File: config.mk
export PLATFORM = sky130hd
export DESIGN_NAME = bcast_cmd
export DESIGN_NICKNAME = d
export VERILOG_FILES = /design/src/common/bcast_pkg.sv /design/src/common/frame_if.sv /design/src/hw/bcast_cmd.sv /design/src/hw/frame_sync.sv
export SDC_FILE = /design/constraint.sdc
export NUM_CORES = 1
export LEC_CHECK = 0
export BUFFER_PORTS_ARGS = -buffer_cell sky130_fd_sc_hd__buf_4
export CORE_ASPECT_RATIO = 1.75
export CORE_MARGIN = 2
export CORE_UTILIZATION = 50
export DETAILED_ROUTE_END_ITERATION = 16
export MAX_ROUTING_LAYER = met4
export PLACE_DENSITY = 0.76
export SETUP_SLACK_MARGIN = 0.3
export SLEW_MARGIN = 30
export SYNTH_ARGS = -nofsm -noshare
export SYNTH_HDL_FRONTEND = slang
export SYNTH_SLANG_ARGS = --single-unit
File: constraint.sdc
create_clock -name ref_clk_in -period 4.6 [get_ports ref_clk_in]
set_clock_uncertainty 0.05 [all_clocks]
set_input_delay 0.92 -clock ref_clk_in [delete_from_list [all_inputs] [get_ports ref_clk_in]]
set_output_delay 0.92 -clock ref_clk_in [all_outputs]
set_load 0.05 [all_outputs]
File: src/common/bcast_pkg.sv
package bcast_pkg;
  // ****************************************
  // identifiers
  // ****************************************
  localparam logic [10:0] BROADCAST_ID = 11'h280;
  localparam logic [10:0] REQUEST_BASE = 11'h140;
  localparam logic [10:0] REPLY_BASE = 11'h240;
  localparam logic [10:0] CONFIG_ID = 11'h300;
  // ****************************************
  // command codes and fields
  // ****************************************
  localparam logic [7:0] CMD_SHUTDOWN = 8'h80;
  localparam logic [7:0] CMD_POS_READ = 8'h60;
  localparam logic [7:0] CMD_NODE_ID = 8'h79;
  localparam logic [7:0] SEL_READ = 8'h01;
  localparam logic [7:0] SEL_WRITE = 8'h00;
  localparam logic [5:0] NODE_MIN = 6'h01;
  localparam logic [5:0] NODE_MAX = 6'h20;
  localparam logic [5:0] NODE_RESET = 6'h01;
  localparam logic [2:0] SYNC_STAGES = 3'h3;
  // ****************************************
  // types
  // ****************************************
  typedef logic [7:0] byte_t;
  typedef byte_t [7:0] payload_t;
endpackage

File: src/common/frame_if.sv
`timescale 1ns/1ps
interface frame_if;
  import bcast_pkg::*;
  logic valid;
  logic [10:0] id;
  payload_t data;
  modport src (output valid, output id, output data);
  modport dst (input valid, input id, input data);
endinterface

File: src/hw/bcast_cmd.sv
`timescale 1ns/1ps
module bcast_cmd
  import bcast_pkg::*;
#(
  // highest node number served; the node field is six bits and node zero is no address
  parameter int NODE_LIMIT = 32
)
(
  input wire logic ref_clk_in,
  input wire logic arst_n_in,
  input wire logic rx_valid_in,
  input wire logic [10:0] rx_id_in,
  input wire payload_t rx_data_in,
  input wire logic id_filter_en_in,
  input wire logic [31:0] position_in,
  input wire logic tx_ready_in,
  output logic tx_valid_out,
  output logic [10:0] tx_id_out,
  output payload_t tx_data_out,
  output logic shutdown_out,
  output logic [5:0] node_identifier_out,
  output logic cmd_valid_out,
  output logic [7:0] cmd_code_out,
  output payload_t cmd_data_out,
  output logic bad_request_out
);
  // ****************************************
  // receive path
  // ****************************************
  // the front end turns the pin strobe into a one-cycle frame pulse
  frame_if rx ();
  frame_sync u_sync (
    .ref_clk_in(ref_clk_in),
    .arst_n_in(arst_n_in),
    .rx_valid_in(rx_valid_in),
    .rx_id_in(rx_id_in),
    .rx_data_in(rx_data_in),
    .frm(rx)
  );

  // ****************************************
  // elaboration checks
  // ****************************************
  // a node limit beyond six bits would wrap when cut to the six-bit NODE_TOP below,
  // and node zero would collide with the base identifiers themselves
  if (NODE_LIMIT < 1 || NODE_LIMIT > 63)
  begin
    $error("bcast_cmd: NODE_LIMIT must lie between 1 and 63");
  end
  localparam logic [5:0] NODE_TOP = 6'(NODE_LIMIT);

  // ****************************************
  // state
  // ****************************************
  // filter enable is a pin level, so it passes three flops; a change
  // counts only once the second and third agree
  typedef struct packed {
    logic [2:0] flt;
    logic flt_on;
    logic tx_valid;
    logic [10:0] tx_id;
    payload_t tx_data;
    logic shutdown;
    logic [5:0] node;
    logic cmd_valid;
    logic [7:0] cmd_code;
    payload_t cmd_data;
    logic bad;
  } state_s;
  state_s q, d;

  // frame classification and reply fields, all from registered state
  logic filter_on;
  logic is_bcast;
  logic is_own;
  logic is_cfg;
  logic [10:0] own_reply;
  logic [7:0] code;
  logic fields_ok;
  logic [5:0] new_node;
  logic [10:0] read_id;
  // ****************************************
  // identifier match
  // ****************************************
  // the filter level is the agreed one, so a single odd sample cannot drop a broadcast
  assign filter_on = q.flt_on;
  assign own_reply = REPLY_BASE + {5'h00, q.node};
  // the command byte always sits in the first payload byte
  assign code = rx.data[0];
  assign is_bcast = rx.valid && rx.id == BROADCAST_ID && !filter_on;
  // own request identifier follows the node number from the frame after a write
  assign is_own = rx.valid && rx.id == REQUEST_BASE + {5'h00, q.node};
  assign is_cfg = rx.valid && rx.id == CONFIG_ID && code == CMD_NODE_ID;
  // a node command with stray bytes in 1 or 3 to 6, or a selector other than 0 or 1, is refused
  assign fields_ok = rx.data[1] == SEL_WRITE && rx.data[3] == SEL_WRITE && rx.data[4] == SEL_WRITE
    && rx.data[5] == SEL_WRITE && rx.data[6] == SEL_WRITE
    && (rx.data[2] == SEL_READ || rx.data[2] == SEL_WRITE);
  // only the low six bits name a node; the top two are checked for zero
  assign new_node = rx.data[7][5:0];
  // a read reports the reply identifier, which follows the node number
  assign read_id = own_reply;

  // ****************************************
  // command decode and reply build
  // ****************************************
  // one frame is decoded per strobe; frames need two idle cycles between
  // them, which the front end's edge detector relies on; there is no queue,
  // so the cost of a busy bus is a lost older reply
  // a stalled reply is overwritten by a newer one; the host sees the latest answer
  always_comb
  begin
    d = q;
    d.flt = {q.flt[1:0], id_filter_en_in};
    if (q.flt[2] == q.flt[1])
      d.flt_on = q.flt[2];
    // strobes last one cycle; the reply stays until the host takes it
    d.cmd_valid = 1'b0;
    d.bad = 1'b0;
    // the host took the pending reply; a new reply in the same cycle wins below
    if (q.tx_valid && tx_ready_in)
      d.tx_valid = 1'b0;
    if (is_cfg)
    begin
      // node-number command answers on the configuration identifier
      if (!fields_ok)
        d.bad = 1'b1;
      else if (rx.data[2] == SEL_READ)
      begin
        d.tx_valid = 1'b1;
        d.tx_id = CONFIG_ID;
        d.tx_data = '0;
        // the read answer carries the reply identifier, low byte first
        d.tx_data[0] = CMD_NODE_ID;
        d.tx_data[2] = SEL_READ;
        d.tx_data[6] = read_id[7:0];
        d.tx_data[7] = {5'h00, read_id[10:8]};
      end
      else if (rx.data[7][7:6] == 2'h0 && new_node >= NODE_MIN && new_node <= NODE_TOP)
      begin
        // new identifiers apply from the next frame on
        d.node = new_node;
        d.tx_valid = 1'b1;
        d.tx_id = CONFIG_ID;
        d.tx_data = rx.data;
      end
      else
        d.bad = 1'b1;
    end
    else if (is_bcast || is_own)
    begin
      // the command goes to the rest of the drive whatever its code
      d.cmd_valid = 1'b1;
      d.cmd_code = code;
      d.cmd_data = rx.data;
      // only stop and position read build a reply here
      if (code == CMD_SHUTDOWN)
      begin
        d.shutdown = 1'b1;
        d.tx_valid = 1'b1;
        d.tx_id = own_reply;
        d.tx_data = '0;
        d.tx_data[0] = CMD_SHUTDOWN;
      end
      else if (code == CMD_POS_READ)
      begin
        d.tx_valid = 1'b1;
        d.tx_id = own_reply;
        d.tx_data = '0;
        d.tx_data[0] = CMD_POS_READ;
        // position bytes go out least significant first
        d.tx_data[4] = position_in[7:0];
        d.tx_data[5] = position_in[15:8];
        d.tx_data[6] = position_in[23:16];
        d.tx_data[7] = position_in[31:24];
      end
      else
        d.shutdown = 1'b0; // any other command releases the stop
    end
  end

  // ****************************************
  // state register
  // ****************************************
  // asynchronous reset puts the drive on node one and its reply identifier,
  // so a drive that lost its setting still answers somewhere known
  always_ff @(posedge ref_clk_in or negedge arst_n_in)
  begin
    if (!arst_n_in)
    begin
      q <= '0;
      q.node <= NODE_RESET;
      q.tx_id <= REPLY_BASE + {5'h00, NODE_RESET};
    end
    else
      q <= d;
  end

  // ****************************************
  // outputs
  // ****************************************
  // every output is a field of the state register, so no decode glitch
  // reaches a pin
  assign tx_valid_out = q.tx_valid;
  assign tx_id_out = q.tx_id;
  assign tx_data_out = q.tx_data;
  assign shutdown_out = q.shutdown;
  assign node_identifier_out = q.node;
  assign cmd_valid_out = q.cmd_valid;
  assign cmd_code_out = q.cmd_code;
  assign cmd_data_out = q.cmd_data;
  assign bad_request_out = q.bad;
endmodule

File: src/hw/frame_sync.sv
`timescale 1ns/1ps
// ****************************************
// receive frame capture
// ****************************************
module frame_sync
  import bcast_pkg::*;
(
  input wire logic ref_clk_in,
  input wire logic arst_n_in,
  input wire logic rx_valid_in,
  input wire logic [10:0] rx_id_in,
  input wire payload_t rx_data_in,
  frame_if.src frm
);
  typedef struct packed {
    logic [2:0] vs;
    logic lvl;
    logic [10:0] id;
    payload_t data;
    logic vld;
  } sync_s;
  sync_s q, d;
  // valid strobe passes three flops; a level change counts only once the
  // second and third agree, so one odd sample cannot make a false frame
  always_comb
  begin
    d = q;
    d.vs = {q.vs[1:0], rx_valid_in};
    if (q.vs[1] == q.vs[2])
      d.lvl = q.vs[2];
    d.vld = q.vs[2] & q.vs[1] & ~q.lvl;
    // id and data are taken a cycle early, while the strobe is surely still high
    if (q.vs[1] & ~q.vs[2])
    begin
      d.id = rx_id_in;
      d.data = rx_data_in;
    end
  end
  always_ff @(posedge ref_clk_in or negedge arst_n_in)
  begin
    if (!arst_n_in)
      q <= '0;
    else
      q <= d;
  end
  assign frm.valid = q.vld;
  assign frm.id = q.id;
  assign frm.data = q.data;
endmodule

==> results <==
- The flow ran to the end, and the final reports show no timing, DRC or antenna violations.
- In this run the critical register-to-register path is launched from u_sync.frm.id[7].
- The synthesized instance count is 752.
- The worst hold path stage count is 0.
- At the worst endpoint, the arrival time is 3660 ps.
- For this run, the leading register cell type out of synthesis is sky130_fd_sc_hd__dfrtp_1.
- The worst path meets setup with 1279 ps of slack.
- The die extent in x is 110.8 um.
- On the final layout, the worst hold slack is 307.1 ps.
- For the pin with the worst max-slew slack, the measured transition is 819.6 ps.
- After synthesis the cells add up to 0.009973 mm2.
- Buffers inserted to repair hold after CTS numbered 0.
- By area the synthesized netlist is led by sky130_fd_sc_hd__dfrtp_1 57%, sky130_fd_sc_hd__mux2_2 15%, sky130_fd_sc_hd__buf_4 12%.
- The post-route clock period utilization is 72.20%.
- The first global-routing pass estimated 34,960 um of wire.
- The number of filler instances in the final layout is about 1,600.
- The startpoint identified for the worst hold timing path is u_sync.d[78].
- TritonCTS built the clock tree.
- The latest clock arrival within the worst-skew pair is 510 ps.
- The number of CTS-inserted buffers is 23.
- The headroom to the max-slew limit is a little under half.
- The library cell used as clock root buffer is sky130_fd_sc_hd__clkbuf_16.
- The number of cell instances on the worst register-to-register path is 8.
- The final-report setup violation count is 0.
- The total of warnings raised by yosys is 0.
- The residual DRC count is 0.
- The netlist uses between 40 and 50 different library cells.
- The number of primary I/O pins is 269.
- The capturing element type of the critical path is a flop.
- Dividing the detail-routed via count by the number of cells gives ~5.2.
- The area growth from synthesis to layout is 18.92%.
- After layout, the design draws a total of approximately 4.3 mW.
- The half-perimeter wire length of the detailed placement result is around 16,000 um.
- The most common library cell in the layout ignoring fill and taps is sky130_fd_sc_hd__buf_4.
- The die height is between 150 and 200 um.
- Once detail routing completed, the nets flagged for antenna violations numbered 0.
- The data required time at the worst endpoint is ~5000 ps.
- The clock passes through at most 3 buffers.
- The clock slew seen by the registers of the worst setup and hold paths is 70 ps.
- The worst setup path is launched from a flop.
- In this run, synthesis inferred 0 flip-flops with an integrated enable.
- Setup repair after global routing left no endpoint under its margin.
- The floorplan step defined a die boundary enclosing 0.02114 mm2.
- After clock tree synthesis, the repair step resized 0 gates.
- In the layout the commonest cells are 271 x sky130_fd_sc_hd__buf_4, 227 x sky130_fd_sc_hd__dfrtp_1, 136 x sky130_fd_sc_hd__mux2_2, 27 x sky130_fd_sc_hd__a22o_1, 26 x sky130_fd_sc_hd__and2_1.
- The count of input and output buffers is 266.
- The highest net fanout along the worst path is 24.
- The leakage power is 6.069 nW.
- The maximum VDD drop is 0.4000 mV.
- In the final design database the tool counted 985 nets.
- The via count of the first global-routing pass is ~6,300.
- Derived from the worst setup path, the maximum achievable clock frequency is between 0.3 and 0.4 GHz.
- Across the run, the number of max-cap violations was 0.
- The final estimated routing congestion in global placement is 0.8604.
- In the synthesized netlist the async set-or-reset flop fraction comes to 100.0%.
- The total clock sinks is 231.
- Entering global routing, the biggest net connects 91 pins.
- The sum of overflow across all layers after global routing is 0.
- Subtracting the final worst setup slack from the clock period gives 3321 ps.
- Power spread over the standard cell area amounts to 363.8 mW/mm2.
- The number of H-tree branching levels is 1.
- Summed over all instances, the cell type with the most area after synthesis is sky130_fd_sc_hd__dfrtp_1.
- The count of vias placed by the detailed router is between 5,000 and 6,000.
- The core region is 0.01965 mm2.
- For this block, the initial DRC count from the detailed router was a little under 200.
- The final hold violation count is 0.
- The top-area cell type share of the netlist area is 56.96%.
- The flip-flop and latch count after synthesis is 231.
- The number of standard-cell rows in the floorplan is 68.
- For hold timing, the worst endpoint is u_sync.d[79].
- The register-to-register path setup slack is 1280 ps.
- The final total negative setup slack is 0 ps.
- The initial antenna violation count is 1.
- Sequential cells were found to cover between 50% and 60% of the synthesized design area.
- The class of the worst hold path is flop to flop.
- In the final routed layout, each cell accounts on average for 19.79 um.
- Averaged over all synthesized cells, the footprint is about 13 um2.
- The first detailed-routing pass took 4 iterations.
- The endpoint of the most critical register-to-register path is tx_data_out[54].
- The total routing usage reported by global routing is 21.50%.
- The critical path class is flop to flop.
- The max-slew violation count is 0.
- For this configuration, the core starts out at a cell density of 50.74%.
- OpenSTA, run right after detailed placement, puts the worst setup slack at 1258 ps.
- Wires add up to 22,380 um.
- The proportion of layout cells with a drive suffix above 1 is 52.32%.
- Buffers added to address setup during post-CTS repair amount to 0.
==> kinds of logic (layout without fill, tap and decap cells) <==
kind of cell	Yosys count	after routing	share of synthesized area, %
AO/OA/AOI/OAI	72	72	5.583
XOR/XNOR	6	6	0.5269
adder cells (fa/ha/maj)	3	3	0.3512
buffers and inverters	193	325	13.36
flip-flops	231	231	58.01
multiplexers	142	142	15.96
other	1	3	0.03760
AND/OR/NAND/NOR	104	104	6.172
==> metrics by stage <==
stage | instances | util [%] | area [um2]
after detailed placement | 1091 | 56.80 | 11160
after floorplan | 753 | - | 9977
final | 1131 | 60.35 | 11860
after global routing | 1131 | 60.35 | 11860
after CTS | 1130 | 60.31 | 11850
after global placement | 1089 | 56.49 | 11100
==> layout make-up <==
class                           instances  area (um2)  area share, %
Antenna cell                            1       2.502        0.02110
Clock buffer                           31       645.6          5.444
Clock inverter                          8       43.79         0.3692
Inverter                               10       37.54         0.3165
Multi-Input combinational cell        329        2894          24.40
Sequential cell                       231        5786          48.78
Tap cell                              245       306.5          2.585
Timing Repair Buffer                  276        2145          18.08
==> registers in the layout, indices dropped and copies added, names as in the netlist <==
signal / flops
d: 2
tx_valid_out: 1
filter_on: 1
bad_request_out: 1
node_identifier_out: 6
u_sync.frm.valid: 1
u_sync.frm.id: 11
cmd_data_out: 64
shutdown_out: 1
tx_id_out: 9
q: 1
tx_data_out: 64
u_sync.q: 2
u_sync.frm.data: 64
u_sync.d: 2
cmd_valid_out: 1
==> worst max-delay path: stages, from the launching register on <==
cell and delay [ps]:
sky130_fd_sc_hd__dfrtp_1 410, sky130_fd_sc_hd__or4b_1 520, sky130_fd_sc_hd__or3_1 400, sky130_fd_sc_hd__nor4_2 370
sky130_fd_sc_hd__and3_2 570, sky130_fd_sc_hd__nor2_4 180, sky130_fd_sc_hd__buf_16 200, sky130_fd_sc_hd__buf_16 160
sky130_fd_sc_hd__a221o_1 340
==> worst max-delay path by stage <==
stage                        start              end  slack [ps]  cells after the start
2_1_floorplan  u_sync.frm.data[60]  tx_data_out[58]        2190                      7
3_5_place_dp      u_sync.frm.id[7]  tx_data_out[54]        1260                      8
4_1_cts           u_sync.frm.id[7]  tx_data_out[54]        1250                      8
3_3_place_gp   u_sync.frm.data[28]  tx_data_out[58]        1570                      7
5_1_grt        u_sync.frm.data[28]  tx_data_out[54]        1110                      9
6_report          u_sync.frm.id[7]  tx_data_out[54]        1280                      8
==> routing by layer <==
layer / wire (um) / vias up / share of wire, % / track usage [%]
met5: 0 / - / 0 / -
met4: 680 / 0 / 3.0 / 7.885
met3: 1330 / 33 / 5.9 / 4.641
met2: 11690 / 201 / 52 / 36.97
met1: 8685 / 2966 / 39 / 24.84
li1: - / 2677 / - / -
==> power breakdown <==
part / switching, mW / total [mW] / internal [mW]
sequential: 0.0925 / 2.23 / 2.14
combinational: 0.159 / 0.341 / 0.182
clock: 0.760 / 1.74 / 0.980
total: 1.01 / 4.32 / 3.30
==> synth_stat cells (2+ instances only) <==
cell                       count
sky130_fd_sc_hd__a211o_1       3
sky130_fd_sc_hd__a21o_1       16
sky130_fd_sc_hd__a21oi_1       8
sky130_fd_sc_hd__a221o_1       6
sky130_fd_sc_hd__a22o_1       27
sky130_fd_sc_hd__and2_1       26
sky130_fd_sc_hd__buf_2        12
sky130_fd_sc_hd__buf_4       156
sky130_fd_sc_hd__clkbuf_1     14
sky130_fd_sc_hd__dfrtp_1     227
sky130_fd_sc_hd__dfstp_2       4
sky130_fd_sc_hd__ha_1          2
sky130_fd_sc_hd__inv_1        10
sky130_fd_sc_hd__mux2_2      136
sky130_fd_sc_hd__mux2i_1       6
sky130_fd_sc_hd__nand2_1      16
sky130_fd_sc_hd__nand3b_1      3
sky130_fd_sc_hd__nand4_1       3
sky130_fd_sc_hd__nor2_1       12
sky130_fd_sc_hd__nor2_2        2
sky130_fd_sc_hd__nor3_1        8
sky130_fd_sc_hd__nor4_1       14
sky130_fd_sc_hd__o21ai_0       7
sky130_fd_sc_hd__or2_2         2
sky130_fd_sc_hd__or3_1         3
sky130_fd_sc_hd__or3b_2        2
sky130_fd_sc_hd__or4b_1        3
sky130_fd_sc_hd__xor2_1        6
No activity file was read; power rests on OpenSTA's default activity.
